$ cat config.mk
export PLATFORM = sky130hd
export DESIGN_NAME = element_status_report
export DESIGN_NICKNAME = d
export VERILOG_FILES = /design/src/rtl/element_status_pkg.sv /design/src/rtl/element_table.sv /design/src/rtl/element_status_report.sv
export SDC_FILE = /design/constraint.sdc
export NUM_CORES = 1
export LEC_CHECK = 0
export BUFFER_PORTS_ARGS = -buffer_cell sky130_fd_sc_hd__buf_4
export CORE_MARGIN = 2
export CORE_UTILIZATION = 35
export DETAILED_ROUTE_END_ITERATION = 7
export GPL_TIMING_DRIVEN = 0
export SKIP_CTS_REPAIR_TIMING = 1
export SLEW_MARGIN = 20
export SYNTH_ARGS = -nofsm -noshare
export SYNTH_HDL_FRONTEND = slang
export SYNTH_HIERARCHICAL = 1
export SYNTH_SLANG_ARGS = --single-unit
$ cat constraint.sdc
create_clock -name core_clk -period 6.2 [get_ports core_clk]
set_input_delay 0.31 -clock core_clk [delete_from_list [all_inputs] [get_ports core_clk]]
set_output_delay 0.31 -clock core_clk [all_outputs]
set_load 0.01 [all_outputs]
$ cat src/rtl/element_status_pkg.sv
// constants and types shared by the element status report block
//------------------------------------------------------------------
// What this block does
// - type selector: 0 all, 1/2/4 types, 3 unsupported
// - report only defined elements from starting address
// - any valid start address accepted, any type
// - bad start: check condition, 5/24h/00, pointer 2
// - element count caps descriptors created
// - only whole descriptors fit allocation length
// - count beyond existing: send all, then end
// - allocation length caps bytes; zero is fine
// - report header, then one page per type with descriptors
// - header bytes 0-1: first reported address
// - header bytes 2-3: elements available, uncut
// - header bytes 5-7: page data bytes, uncut
// - page byte 0: element type code
// - page volume tag flags always zero
// - page bytes 2-3: descriptor length
// - page bytes 5-7: descriptor bytes, uncut
//------------------------------------------------------------------
package element_status_pkg;

  // element type codes
  localparam logic [3:0]  TYPE_ALL       = 4'h0;
  localparam logic [3:0]  TYPE_TRANSPORT = 4'h1;
  localparam logic [3:0]  TYPE_SLOT      = 4'h2;
  localparam logic [3:0]  TYPE_DRIVE     = 4'h4;

  // element map, one transport, ten slots, one drive
  localparam logic [15:0] TRANSPORT_ADDR = 16'h0000;
  localparam logic [15:0] SLOT_BASE_ADDR = 16'h0001;
  localparam logic [15:0] SLOT_LAST_ADDR = 16'h000a;
  localparam logic [15:0] DRIVE_ADDR     = 16'h000b;
  localparam logic [3:0]  SLOT_FIRST_IDX = 4'h1;
  localparam logic [3:0]  SLOT_LAST_IDX  = 4'ha;
  localparam logic [3:0]  DRIVE_IDX      = 4'hb;

  // layout of reply
  localparam logic [7:0]  DESC_LEN       = 8'h10;
  localparam logic [7:0]  HDR_LEN        = 8'h08;
  localparam logic [3:0]  HDR_LAST_OFF   = 4'h7;
  localparam logic [3:0]  DESC_LAST_OFF  = 4'hf;
  localparam logic [7:0]  SLOT_ACCESS    = 8'h08;

  // sense data for refused commands
  localparam logic [3:0]  KEY_ILLEGAL    = 4'h5;
  localparam logic [7:0]  ASC_BAD_FIELD  = 8'h24;
  localparam logic [7:0]  ASCQ_NONE      = 8'h00;
  localparam logic [15:0] PTR_TYPE       = 16'h0001;
  localparam logic [15:0] PTR_START      = 16'h0002;

  typedef struct packed {
    logic        vol_tag_req;
    logic [3:0]  type_code;
    logic [15:0] start_addr;
    logic [15:0] num_elems;
    logic [23:0] alloc_len;
  } cdb_type;

  typedef struct packed {
    logic        check;
    logic [3:0]  sense_key;
    logic [7:0]  asc;
    logic [7:0]  ascq;
    logic [15:0] field_ptr;
  } status_type;

  localparam status_type STATUS_GOOD = '0;

endpackage

$ cat src/rtl/element_table.sv
// element map lookup and descriptor byte former
`timescale 1ns/1ns
module element_table (
  input  wire logic [3:0]  idx,
  input  wire logic [3:0]  off,
  output logic      [15:0] elem_addr,
  output logic      [3:0]  elem_type,
  output logic      [7:0]  desc_byte
);

  // index 0 transport, 1..10 slots, 11 drive
  always_comb begin
    if (idx == 4'h0) begin
      elem_addr = element_status_pkg::TRANSPORT_ADDR;
      elem_type = element_status_pkg::TYPE_TRANSPORT;
    end else if (idx == element_status_pkg::DRIVE_IDX) begin
      elem_addr = element_status_pkg::DRIVE_ADDR;
      elem_type = element_status_pkg::TYPE_DRIVE;
    end else begin
      elem_addr = element_status_pkg::SLOT_BASE_ADDR + 16'(idx) - 16'h0001;
      elem_type = element_status_pkg::TYPE_SLOT;
    end
  end

  // descriptor: address, slot access bit, rest zero
  always_comb begin
    case (off)
      4'h0: desc_byte = elem_addr[15:8];
      4'h1: desc_byte = elem_addr[7:0];
      4'h2: desc_byte = (elem_type == element_status_pkg::TYPE_SLOT) ?
                        element_status_pkg::SLOT_ACCESS : 8'h00;
      default: desc_byte = 8'h00;
    endcase
  end

endmodule // element_table

$ cat src/rtl/element_status_report.sv
// command handler that builds the element status reply
`timescale 1ns/1ns
module element_status_report (
  input  wire logic                           core_clk,
  input  wire logic                           arst_n,
  input  wire logic                           cmd_valid,
  input  wire element_status_pkg::cdb_type    cmd_cdb,
  output logic                                cmd_ready,
  output logic                                din_valid,
  output logic      [7:0]                     din_byte,
  input  wire logic                           din_ready,
  output logic                                done,
  output element_status_pkg::status_type      status
);

  //----------------------------------------------------------------
  // types, registers and helpers
  //----------------------------------------------------------------
  typedef enum logic [2:0] {
    ST_IDLE, ST_SCAN, ST_RHDR, ST_PHDR, ST_DESC, ST_END
  } state_type;

  state_type                       state_reg;
  element_status_pkg::cdb_type     cdb_reg;
  element_status_pkg::status_type  status_reg;
  logic [3:0]                      idx_reg;
  logic [3:0]                      off_reg;
  logic [1:0]                      pg_reg;
  logic [23:0]                     sent_reg;
  logic [15:0]                     taken_reg;
  logic [2:0][3:0]                 cnt_reg;
  logic [11:0]                     mask_reg;
  logic [15:0]                     first_reg;
  logic                            din_valid_reg;
  logic [7:0]                      din_byte_reg;
  logic                            done_reg;
  logic                            cmd_ready_reg;

  logic [15:0] cur_addr;
  logic [3:0]  cur_type;
  logic [7:0]  cur_desc;
  logic        accept;
  logic        bad_type;
  logic        bad_start;
  logic        pick;
  logic        slot_free;
  logic        budget;
  logic        fits;
  logic        emit;
  logic        desc_step;
  logic        end_now;
  logic [2:0]  first_pg;
  logic [2:0]  after_pg;
  logic [23:0] rep_bytes;
  logic [23:0] pg_bytes;
  logic [7:0]  hdr_byte;

  // page index to type code; fixed order transport, slot, drive
  function automatic logic [3:0] pg_type(input logic [1:0] pg);
    case (pg)
      2'h0: pg_type = element_status_pkg::TYPE_TRANSPORT;
      2'h1: pg_type = element_status_pkg::TYPE_SLOT;
      default: pg_type = element_status_pkg::TYPE_DRIVE;
    endcase
  endfunction

  // type code to page index
  function automatic logic [1:0] type_pg(input logic [3:0] t);
    case (t)
      element_status_pkg::TYPE_TRANSPORT: type_pg = 2'h0;
      element_status_pkg::TYPE_SLOT: type_pg = 2'h1;
      default: type_pg = 2'h2;
    endcase
  endfunction

  // first and last element index of a page
  function automatic logic [3:0] pg_first(input logic [1:0] pg);
    case (pg)
      2'h0: pg_first = 4'h0;
      2'h1: pg_first = element_status_pkg::SLOT_FIRST_IDX;
      default: pg_first = element_status_pkg::DRIVE_IDX;
    endcase
  endfunction

  function automatic logic [3:0] pg_last(input logic [1:0] pg);
    case (pg)
      2'h0: pg_last = 4'h0;
      2'h1: pg_last = element_status_pkg::SLOT_LAST_IDX;
      default: pg_last = element_status_pkg::DRIVE_IDX;
    endcase
  endfunction

  // next page at or after 'from' holding descriptors; bit 2 = found
  function automatic logic [2:0] next_pg(input logic [2:0] from,
                                         input logic [2:0][3:0] cnt);
    next_pg = 3'h0;
    for (int p = 2; p >= 0; p--) begin
      if (3'(p) >= from && cnt[p] != 4'h0) begin
        next_pg = {1'b1, 2'(p)};
      end
    end
  endfunction

  // descriptor bytes of one page, never cut to allocation
  function automatic logic [23:0] page_bytes(input logic [3:0] cnt);
    page_bytes = 24'({cnt, 4'h0});
  endfunction

  // both headers share one layout of two words and a 24-bit count
  function automatic logic [7:0] hdr_pick(input logic [3:0] off,
                                          input logic [15:0] w0,
                                          input logic [15:0] w1,
                                          input logic [23:0] w2);
    case (off)
      4'h0: hdr_pick = w0[15:8];
      4'h1: hdr_pick = w0[7:0];
      4'h2: hdr_pick = w1[15:8];
      4'h3: hdr_pick = w1[7:0];
      4'h5: hdr_pick = w2[23:16];
      4'h6: hdr_pick = w2[15:8];
      4'h7: hdr_pick = w2[7:0];
      default: hdr_pick = 8'h00;
    endcase
  endfunction

  // any defined address is a valid start, of whatever type
  function automatic logic addr_ok(input logic [15:0] a);
    addr_ok = (a == element_status_pkg::TRANSPORT_ADDR) ||
              (a == element_status_pkg::DRIVE_ADDR) ||
              (a >= element_status_pkg::SLOT_BASE_ADDR &&
               a <= element_status_pkg::SLOT_LAST_ADDR);
  endfunction

  element_table u_table (
    .idx       (idx_reg),
    .off       (off_reg),
    .elem_addr (cur_addr),
    .elem_type (cur_type),
    .desc_byte (cur_desc)
  );

  //----------------------------------------------------------------
  // decode and flow terms
  //----------------------------------------------------------------
  // command checks, taken straight off the request
  // selector decode check
  assign bad_type = !(cmd_cdb.type_code == element_status_pkg::TYPE_ALL ||
                      cmd_cdb.type_code == element_status_pkg::TYPE_TRANSPORT ||
                      cmd_cdb.type_code == element_status_pkg::TYPE_SLOT ||
                      cmd_cdb.type_code == element_status_pkg::TYPE_DRIVE);
  assign bad_start = !addr_ok(cmd_cdb.start_addr);
  assign accept    = cmd_valid && cmd_ready_reg;

  // type and start filter; map holds defined only
  assign pick = (cdb_reg.type_code == element_status_pkg::TYPE_ALL ||
                 cdb_reg.type_code == cur_type) &&
                cur_addr >= cdb_reg.start_addr &&
                taken_reg < cdb_reg.num_elems;

  // sum of pages with their headers, uncut
  always_comb begin
    rep_bytes = 24'h0;
    for (int p = 0; p < 3; p++) begin
      if (cnt_reg[p] != 4'h0) begin
        rep_bytes = rep_bytes + 24'(element_status_pkg::HDR_LEN) +
                    page_bytes(cnt_reg[p]);
      end
    end
  end

  assign pg_bytes = page_bytes(cnt_reg[pg_reg]);
  assign first_pg = next_pg(3'h0, cnt_reg);
  assign after_pg = next_pg(3'({1'b0, pg_reg}) + 3'h1, cnt_reg);

  // output stage takes a byte when empty or drained this cycle
  assign slot_free = !din_valid_reg || din_ready;
  // bytes stop at the allocation length
  assign budget    = sent_reg < cdb_reg.alloc_len;
  // a descriptor starts only if all of it fits
  assign fits = (25'(sent_reg) + 25'(element_status_pkg::DESC_LEN)) <=
                25'(cdb_reg.alloc_len);

  always_comb begin
    case (state_reg)
      ST_RHDR, ST_PHDR: emit = slot_free && budget;
      ST_DESC: emit = slot_free && mask_reg[idx_reg] &&
                      (off_reg != 4'h0 || fits);
      default: emit = 1'b0;
    endcase
  end

  // leave an element: skipped, or its last byte just went out
  assign desc_step = (state_reg == ST_DESC) &&
                     (!mask_reg[idx_reg] ||
                      (emit && off_reg == element_status_pkg::DESC_LAST_OFF));
  assign end_now   = (state_reg == ST_END) && slot_free;

  // header byte for the state in hand
  // report header fields, else page header fields
  always_comb begin
    if (state_reg == ST_RHDR) begin
      hdr_byte = hdr_pick(off_reg, first_reg, taken_reg, rep_bytes);
    end else begin
      hdr_byte = hdr_pick(off_reg, {4'h0, pg_type(pg_reg), 8'h00},
                          {8'h00, element_status_pkg::DESC_LEN}, pg_bytes);
    end
  end

  //----------------------------------------------------------------
  // sequencing
  //----------------------------------------------------------------
  // walk: scan the map, then report header, pages and descriptors
  // header then one page per type with descriptors
  always_ff @(posedge core_clk or negedge arst_n) begin
    if (!arst_n) begin
      state_reg <= ST_IDLE;
      idx_reg   <= 4'h0;
      off_reg   <= 4'h0;
      pg_reg    <= 2'h0;
    end else begin
      case (state_reg)
        ST_IDLE: begin
          if (accept) begin
            idx_reg <= 4'h0;
            off_reg <= 4'h0;
            // refused commands skip the data phase
            state_reg <= (bad_type || bad_start) ? ST_END : ST_SCAN;
          end
        end
        ST_SCAN: begin
          if (idx_reg == element_status_pkg::DRIVE_IDX) begin
            state_reg <= ST_RHDR;
          end else begin
            idx_reg <= idx_reg + 4'h1;
          end
        end
        ST_RHDR, ST_PHDR: begin
          if (!budget) begin
            state_reg <= ST_END;
          end else if (emit && off_reg == element_status_pkg::HDR_LAST_OFF) begin
            off_reg <= 4'h0;
            if (state_reg == ST_PHDR) begin
              idx_reg   <= pg_first(pg_reg);
              state_reg <= ST_DESC;
            end else if (first_pg[2]) begin
              pg_reg    <= first_pg[1:0];
              state_reg <= ST_PHDR;
            end else begin
              state_reg <= ST_END;
            end
          end else if (emit) begin
            off_reg <= off_reg + 4'h1;
          end
        end
        ST_DESC: begin
          if (desc_step) begin
            off_reg <= 4'h0;
            if (idx_reg != pg_last(pg_reg)) begin
              idx_reg <= idx_reg + 4'h1;
            end else if (after_pg[2]) begin
              pg_reg    <= after_pg[1:0];
              state_reg <= ST_PHDR;
            end else begin
              // all existing sent, data phase ends
              state_reg <= ST_END;
            end
          end else if (off_reg == 4'h0 && !fits) begin
            // no room for a whole descriptor
            state_reg <= ST_END;
          end else if (emit) begin
            off_reg <= off_reg + 4'h1;
          end
        end
        ST_END: begin
          if (slot_free) begin
            state_reg <= ST_IDLE;
          end
        end
        default: state_reg <= ST_IDLE;
      endcase
    end
  end

  // selection state built while scanning the map
  always_ff @(posedge core_clk or negedge arst_n) begin
    if (!arst_n) begin
      cdb_reg   <= '0;
      taken_reg <= 16'h0;
      cnt_reg   <= '0;
      mask_reg  <= 12'h0;
      first_reg <= 16'h0;
    end else if (accept) begin
      cdb_reg   <= cmd_cdb;
      taken_reg <= 16'h0;
      cnt_reg   <= '0;
      mask_reg  <= 12'h0;
      first_reg <= 16'h0;
    end else if (state_reg == ST_SCAN && pick) begin
      mask_reg[idx_reg]          <= 1'b1;
      taken_reg                  <= taken_reg + 16'h1;
      cnt_reg[type_pg(cur_type)] <= cnt_reg[type_pg(cur_type)] + 4'h1;
      // map runs in rising address, so the first pick is the smallest
      if (taken_reg == 16'h0) begin
        first_reg <= cur_addr;
      end
    end
  end

  // byte stream; one output stage, stalls on din_ready
  always_ff @(posedge core_clk or negedge arst_n) begin
    if (!arst_n) begin
      din_valid_reg <= 1'b0;
      din_byte_reg  <= 8'h00;
      sent_reg      <= 24'h0;
    end else begin
      if (accept) begin
        sent_reg <= 24'h0;
      end else if (emit) begin
        sent_reg <= sent_reg + 24'h1;
      end
      if (emit) begin
        din_valid_reg <= 1'b1;
        din_byte_reg  <= (state_reg == ST_DESC) ? cur_desc : hdr_byte;
      end else if (din_ready) begin
        din_valid_reg <= 1'b0;
      end
    end
  end

  // completion, status and readiness
  always_ff @(posedge core_clk or negedge arst_n) begin
    if (!arst_n) begin
      status_reg    <= element_status_pkg::STATUS_GOOD;
      done_reg      <= 1'b0;
      cmd_ready_reg <= 1'b0;
    end else begin
      done_reg      <= end_now;
      cmd_ready_reg <= (state_reg == ST_IDLE && !accept) || end_now;
      if (accept) begin
        if (bad_type) begin
          status_reg <= {1'b1, element_status_pkg::KEY_ILLEGAL,
                         element_status_pkg::ASC_BAD_FIELD,
                         element_status_pkg::ASCQ_NONE,
                         element_status_pkg::PTR_TYPE};
        end else if (bad_start) begin
          // illegal request, pointer at byte 2
          status_reg <= {1'b1, element_status_pkg::KEY_ILLEGAL,
                         element_status_pkg::ASC_BAD_FIELD,
                         element_status_pkg::ASCQ_NONE,
                         element_status_pkg::PTR_START};
        end else begin
          status_reg <= element_status_pkg::STATUS_GOOD;
        end
      end
    end
  end

  assign cmd_ready = cmd_ready_reg;
  assign din_valid = din_valid_reg;
  assign din_byte  = din_byte_reg;
  assign done      = done_reg;
  assign status    = status_reg;
endmodule // element_status_report

# After elaboration in Yosys (flattened, before gate mapping)
# Index checks and enable logic that the tools add are counted.
[word_totals]
inputBits = 65
register_bits = 201
[op_classes]
n_mux = 89
n_eq_ne = 39
bitwise = 1
n_lt_le_gt_ge = 14
reduce_logical = 61
addsub = 14
[ops]
columns = ["cell", "count"]
rows = [
  ["$mux 16", 7],
  ["$mux 24", 4],
  ["$mux 4", 19],
  ["$mux 37", 2],
  ["$mux 3", 19],
  ["$pmux 8 s7", 1],
  ["$add 24x4->24 const B", 2],
  ["$add 24x8->24", 2],
  ["$mux 12", 4],
  ["$pmux 8 s3", 2],
  ["$logic_not 16->1", 2],
  ["$ne 2x2->1 const B", 13],
  ["$add 24x5->25 const B", 1],
  ["$le 25x24->1", 1],
  ["$add 24x1->24 const B", 1],
  ["$lt 24x24->1", 1],
  ["$reduce_bool 4->1", 5],
  ["$logic_and 1x1->1", 19],
  ["$mux 2", 9],
  ["$add 16x1->16 const B", 1],
  ["$bmux 4 s2", 2],
  ["$eq 16x4->1 const B", 1],
  ["$eq 4x2->1 const B", 4],
  ["$eq 4x3->1 const B", 4],
  ["other kinds (51)", 92],
]

# Longest topological paths before layout
# Gate-level depths: netlist (run 1).
[logic_depth]
word_depth = 17
mapped_depth = 19
depth_no_buf = 16

# Hierarchy
# Netlist (run 1), hierarchy kept.
[modules_own_cells]
columns = ["module", "area_per_inst_um2", "cells_per_inst", "instances"]
rows = [
  ["element_status_report", 11234.5, 1305, 1],
  ["element_table", 234.0, 32, 1],
]

# Worst setup path before layout (run 1)
# No wires, ideal clock.
[synth_path]
kind = "flip-flop to flip-flop"
from = "register sent_reg[5]"
to = "register sent_reg[9]"
path_buffers = 2
path_slack_ps = 2183
required_time_ps = 6122
stages_incl_launch_ff = 18
synth_period_minus_slack_ps = 4017
t_arrival_ps = 3939
path_cell_list = "dfrtp_1 -> ha_1 -> and3_1 -> buf_2 -> nand3_1 -> nor2_1 -> and3_1 -> nand3_1 -> xnor2_1 -> ha_1 -> nand4_1 -> or4_1 -> a32oi_2 -> o221ai_2 -> and2_1 -> buf_6 -> or4_1 -> a21oi_1"
[synth_via]
elab_chain_cells = 6
word_cells_on_any_way = 11
[synth_lines]
columns = ["element", "line", "source"]
rows = [
  ["start: declaration", "element_status_report.sv:29", "logic [23:0] sent_reg;"],
  ["start signal: assignment", "element_status_report.sv:319", "sent_reg <= sent_reg + 24'h1;"],
  ["$add 24x5->25", "element_status_report.sv:180", "assign fits = (25'(sent_reg) + 25'(element_status_pkg::DESC_LEN)) <="],
  ["$le 25x24->1", "element_status_report.sv:180", ""],
  ["$logic_or 1x1->1", "element_status_report.sv:187", "(off_reg != 4'h0 || fits);"],
  ["$logic_and 1x1->1", "element_status_report.sv:186", "ST_DESC: emit = slot_free && mask_reg[idx_reg] &&"],
  ["$pmux 1 s2", "element_status_report.sv:184", "case (state_reg)"],
  ["$reduce_bool 2->1 (no source line)", "n/a", ""],
]
# Parallel ways exist; a longest one is shown, timed or not. The select of a mux whose other input is x is not followed.
# A chain may end at the register's enable or synchronous reset.

# Worst setup path in the final report (run 1)
[layout_path]
from = "register sent_reg[5]"
to = "register sent_reg[12]"
# Same word-level chain as after synthesis.

==> results of run 1 <==
-- where the power goes --
part           switching [mW]  total (mW)  leakage (nW)  internal, mW
logic                    1.52        2.39          3.81         0.871
registers               0.216        1.63          2.20          1.42
clock network           0.487        1.01         0.250         0.519
total                    2.22        5.03          6.26          2.81
-- layout make-up --
| cell class | count | area, um^2 | share of cell area, % |
|---|---|---|---|
| multi-input combinational | 1015 | 6496 | 48.55 |
| clock inverter | 12 | 95.09 | 0.7106 |
| tap | 442 | 553.0 | 4.133 |
| clock buffer | 20 | 436.7 | 3.263 |
| inverter | 82 | 307.8 | 2.300 |
| sequential | 167 | 4179 | 31.23 |
| buffer | 118 | 660.6 | 4.937 |
| timing repair buffer | 83 | 653.1 | 4.881 |
-- cells by family after synthesis --
logic type	count (synthesis)	synth area share [%]
AO/OA/AOI/OAI	365	20.17
AND/OR/NAND/NOR	445	18.84
adder cells (fa/ha/maj)	100	11.02
XOR/XNOR	38	2.902
multiplexers	20	2.116
buffers and inverters	200	8.444
other	2	0.06548
flip-flops	167	36.44
-- worst min-delay path: cells and delay by family --
family	cells	cell delay [ps]
buffers and inverters	1	80
and+or+nand+nor	2	80
-- placed cells by master, fill, tap and decap left out, drive strengths merged, types with 11 or more instances in the layout --
cell	count
nor3	20
and2	14
a31o	14
buf	145
and3	18
nand2b	16
conb	47
a21o	19
mux2i	13
inv	87
xnor2	22
nor2	72
a211oi	12
clkbuf	74
or3	13
nand4	18
xor2	16
a32o	11
a21oi	93
nor4	17
nand2	181
nand3	35
o21ai	130
dfrtp	167
ha	97
-- stage by stage --
stage | area (um^2) | cells | setup slack (ps) | power (mW) | utilization (%)
3_5_place_dp | 12840 | 1906 | 1345 | 4.018 | 39.66
4_1_cts | 13370 | 1938 | 1327 | 5.040 | 41.31
3_3_place_gp | 12800 | 1905 | 1395 | 3.951 | 39.54
2_1_floorplan | 11640 | 1382 | 2183 | 3.232 | -
6_report | 13380 | 1939 | 1254 | 5.028 | 41.34
5_1_grt | 13380 | 1939 | 912.9 | 5.451 | 41.34
-- layer usage --
layer,up-vias,global-route usage [%]
met1,4924,26.96
met3,54,3.814
met4,0,7.492
met2,293,31.94
li1,4963,-
met5,-,0
-- worst min-delay path by stage --
stage                startpoint           to  slack (ps)  depth (start not counted)
finish              cmd_cdb[40]  cdb_reg[40]          50                          3
global route        cmd_cdb[40]  cdb_reg[40]          40                          3
CTS                      arst_n  cdb_reg[55]        -140                          1
detailed placement       arst_n  cdb_reg[55]         330                          1
global placement    cdb_reg[24]  cdb_reg[24]         470                          2
floorplan                arst_n   cdb_reg[0]          10                          0
==> results.cfg, run 1 <==
[status]
status = complete, no violations

[timing]
timing.hold.ws_ps = 53.38
setup-tns-final_ps = 0
slew_headroom_pct = 26.51
final_max_slew_viol_count = 0
setup_viol_count_final = 0
max_freq_ghz = 0.2022
tightest_slew_ps = 1087
rsz0062_at_grt = no
period_minus_slack_ps = 4946
fin_skew_ps = 11.68
timing.final.crit_share_pct = 79.77
hold_viol = 0

[synthesis]
syn_area_mm2 = 0.01147
ys_seq_elements = 167
ys_warn_count = 6
synthTopCellsByArea = dfrtp_1, ha_1, nand2_1
synth.avg_cell_area_um2 = 8.578
yosysTopAreaCell = dfrtp_1
synth_ff_type = dfrtp_1
synth.most_common_cell = nand2_1
synth_cell_type_count = 78
synth_edf_count = 0
synth_commonest_cells = nand2_1, dfrtp_1, o21ai_0, ha_1, a21oi_1
synth-seq-area-share_pct = 36.44
postSynthCellCount = 1337
async_reset_ff_share_pct = 100.0
yosysTopAreaCellShare_pct = 36.44

[global_route]
grtUsageTotal_pct = 20.03
grt.overflow.total = 0
antenna_found_initial = 0
grt_pass1_wl_um = 53160
grt_pass1_vias = 9849
grt_max_degree = 94

[detailed_routing]
wl_met2_um = 15220
first_pass_iters = 6
highest_layer = met4
drtAntennaViolNets = 0
drt_iter0_markers = 861
wirelength_um = 33710
route.detailed.drc = 0
dr_wl_met3_um = 1814
vias = 10230
routedWlPerCell_um = 17.39
vias_per_cell = 5.278
met1Wirelength_um = 15630

[placed_design]
dp_hpwl_um = 25590
place.gp.congestion = 0.9205
io_buffers = 81

[worst_setup_path]
cp-startpoint = sent_reg[5]
crit_family = simple AND/OR/NAND/NOR gates
rr_worst_depth = 17
critPathMaxFanout = 10
crit_path_end = sent_reg[12]
worstSetupStartpointType = flop
cp.required_ps = 6530
worstReg2RegEnd = sent_reg[12]
cp.arrival_ps = 5280
max_stage_delay_ps = 540
cp.depth = 17
slowest_stage = or4_1
reg2reg_slack_ps = 1250
critPathCaptureType = flop
worstSetupPathType = reg2reg
r2r-start = sent_reg[5]
path_buf_inv = 2
cp_cell_sequence = ha_1 -> and3_1 -> buf_2 -> nand3_1 -> nor2_1 -> and3_1 -> nand3_1 -> xnor2_1 -> ha_1 -> nand4_1 -> or4_1 -> a32oi_2 -> o221ai_2 -> a21oi_1 -> buf_2 -> a21oi_1 -> a31o_2

[clock_network]
cts_tree = yes
clock-root-buffer = clkbuf_16
cts.sinks = 167
clk_latency_ps = 450
clk_pin_slew_worst_paths_ps = 70
cts_buffers = 17
clockBufferDepth = 2
htree_num_levels = 4

[floorplan]
fp.dieW_um = 185.0
rows = 66
coreArea_mm2 = 0.03237
ios = 113
die_y_um = 185.0
die-area_mm2 = 0.03423
initial_utilization_pct = 35.43

[flow_run]
maxCapViolations = 0

[pwr]
power_density_mw_per_mm2 = 375.7
ir_worst_vdd_mv = 0.2398
p_leak_nw = 6.261

[cells_and_area]
antenna_cells = 0
drive_gt1_share_pct = 13.76
fin_nets = 1648
num-fill-cells = 3277
largest_reg_flops = 60
syn_to_final_growth_pct = 16.68

[hold_path]
hp-class = in2reg
(Power assumes the default switching activity.)
==> run 2, diff against run 1 <==
--- a/config.mk
+++ b/config.mk
@@ -5,6 +5,7 @@
 export SDC_FILE = /design/constraint.sdc
 export NUM_CORES = 1
 export LEC_CHECK = 0
+export ABC_AREA = 1
 export BUFFER_PORTS_ARGS = -buffer_cell sky130_fd_sc_hd__buf_4
 export CORE_MARGIN = 2
 export CORE_UTILIZATION = 35
==> constraint.sdc (replaced) <==
create_clock -name core_clk -period 4.8 [get_ports core_clk]
set_input_delay 0.24 -clock core_clk [delete_from_list [all_inputs] [get_ports core_clk]]
set_output_delay 0.24 -clock core_clk [all_outputs]
set_load 0.01 [all_outputs]
==> run 2 against run 1 <==
Effect of this change: the run now ends with hold timing left; routed wire length is 0.51% higher; synthesized cell count is 22% higher; count of clock-buffer cells in the layout is 2 lower; clock skew is 8.5 ps higher; critical endpoint is now sent_reg[23]; highest routed layer unchanged; worst setup slack worse by 760 ps; hold slack worse by 62 ps.
==> results.cfg, run 2 <==
[placed_design]
pre_cts_ws_ps = 630.8
place.gp.congestion = 0.9091
dp_hpwl_um = 26700
io_buffers = 81
placed_cells = 2206
placed_cell_area_mm2 = 0.01326

[synthesis]
ys_warn_count = 6
synth-compound-area-share_pct = 14.02
synth-seq-area-share_pct = 35.22
postSynthCellCount = 1630
yosysTopAreaCell = dfrtp_1
synth_xor_xnor_area_share_pct = 2.805
synth_cell_type_count = 51
syn_area_mm2 = 0.01186
synth_top_family_by_area = simple AND/OR/NAND/NOR gates
synth_commonest_cells = nand2_1, inv_1, dfrtp_1, o21ai_0, nor2_1
yosysTopAreaCellShare_pct = 35.22
ys_seq_elements = 167
async_reset_ff_share_pct = 100.0
synthTopCellsByArea = dfrtp_1, nand2_1, ha_1
yosys.area_share.simple_pct = 24.90
synth_edf_count = 0
synth.avg_cell_area_um2 = 7.278
synthAdderAreaFrac_pct = 10.57
synth_ff_type = dfrtp_1
synth.most_common_cell = nand2_1
synthMuxAreaShare_pct = 0

[hold_path]
hp-class = in2reg
min_to = cdb_reg[40]
hp-start = cmd_cdb[40]
holdPathStages = 3

[floorplan]
fp.dieW_um = 188.1
die_y_um = 188.1
ios = 113
initial_utilization_pct = 35.47
die-area_mm2 = 0.03539
rows = 67
coreArea_mm2 = 0.03345

[worst_setup_path]
critPathMaxFanout = 10
critPathCaptureType = flop
r2r-start = sent_reg[4]
cp.required_ps = 5110
worstSetupStartpointType = flop
cp.arrival_ps = 4610
reg2reg_slack_ps = 500
worstReg2RegEnd = sent_reg[23]
worstSetupPathType = reg2reg
rr_worst_depth = 22

[global_route]
grtUsageTotal_pct = 19.34
grt_pass1_vias = 10410
grt_max_degree = 70
antenna_found_initial = 0
grt.overflow.total = 0
grt_pass1_wl_um = 54570

[clock_network]
clk_latency_ps = 450
htree_num_levels = 4
cts.sinks = 167
cts_buffers = 17
clock-root-buffer = clkbuf_16
cts_tree = yes
clk_pin_slew_worst_paths_ps = 80
clockBufferDepth = 2

[detailed_routing]
route.detailed.drc = 0
vias_per_cell = 4.913
drtAntennaViolNets = 0
wirelength_um = 33880
routedWlPerCell_um = 15.12
vias = 11010
first_pass_iters = 5
drt_iter0_markers = 1002

[flow_run]
maxCapViolations = 0

[timing]
tightest_slew_ps = 903.2
rsz0062_at_grt = no
max_freq_ghz = 0.2325
hold_viol = 4
setup-tns-final_ps = 0
slew_headroom_pct = 39.78
timing.hold.ws_ps = -8.523
final_max_slew_viol_count = 0
setup_ws_ps = 499.0
period_minus_slack_ps = 4301
setup_viol_count_final = 0
timing.final.crit_share_pct = 89.61
fin_skew_ps = 20.16

[pwr]
ir_worst_vdd_mv = 0.2456
power_density_mw_per_mm2 = 493.0
p_leak_nw = 6.924

[status]
status = finished, violations left
violations = hold timing

[cells_and_area]
drive_gt1_share_pct = 11.60
syn_to_final_growth_pct = 17.19
antenna_cells = 0
layout_commonest_cell = nand2_1
layout_common_cells = nand2_1, inv_1, dfrtp_1
largest_reg_flops = 60
fin_nets = 1944
final_area_mm2 = 0.01390
stdcell_count = 2241
-- run 2: through the flow --
step	power, mW	utilization [%]
final	6.854	41.57
after global routing	7.421	41.57
after CTS	6.844	41.48
after detailed placement	5.382	39.66
after global placement	5.290	39.47
after floorplan	4.346	-
-- run 2: worst max-delay path by stage --
stage	startpoint	to	slack, ps	cells past startpoint
2_1_floorplan	sent_reg[4]	idx_reg[3]	1410	28
4_1_cts	sent_reg[4]	sent_reg[23]	600	22
3_5_place_dp	sent_reg[4]	sent_reg[23]	630	22
6_report	sent_reg[4]	sent_reg[23]	500	22
5_1_grt	sent_reg[4]	sent_reg[1]	140	25
3_3_place_gp	sent_reg[4]	sent_reg[19]	680	22
-- run 2: area by class of cell --
class                      instances  area [um^2]
clock buffer                      18        439.2
multi-input combinational       1173         6380
buffer                            97        579.3
timing repair buffer              86        700.7
inverter                         238        894.6
fill                            3457        19550
tap                              448        560.5
clock inverter                    14        170.2
sequential                       167         4179
-- run 2: logic make-up (layout without fill, tap and decap cells) --
family          after synthesis  after routing
xor+xnor                     38             38
flops                       167            167
buf+inv                     335            453
other cells                   2             47
simple gates                682            682
compound gates              307            307
fa+ha+maj                    99             99
-- run 2: power by group --
part           switching [mW]  internal [mW]
sequential              0.280           1.83
combinational            2.21           1.09
clock                   0.684          0.763
-- run 2: worst max-delay path: stages (launching register included) --
cell	delay [ps]
dfrtp_1	500
ha_1	280
nand2_2	110
nor2_4	200
nand3_2	150
nor2_1	260
nand2_1	180
nor2_1	250
xor2_1	180
inv_1	60
ha_1	280
nand2_1	130
nor2_1	130
nand4_1	70
nor2_1	190
a31oi_1	130
nand2_2	140
nand3_2	100
nand2_4	150
inv_2	120
nand2_2	140
buf_2	290
o21ai_0	120
-- run 2: routing by layer --
layer | wire (um) | global-route usage, % | up-vias
met5 | 0 | 0 | -
met4 | 559 | 4.785 | 0
met3 | 1751 | 2.957 | 36
met2 | 15760 | 31.79 | 291
met1 | 15820 | 26.61 | 5139
li1 | - | - | 5543
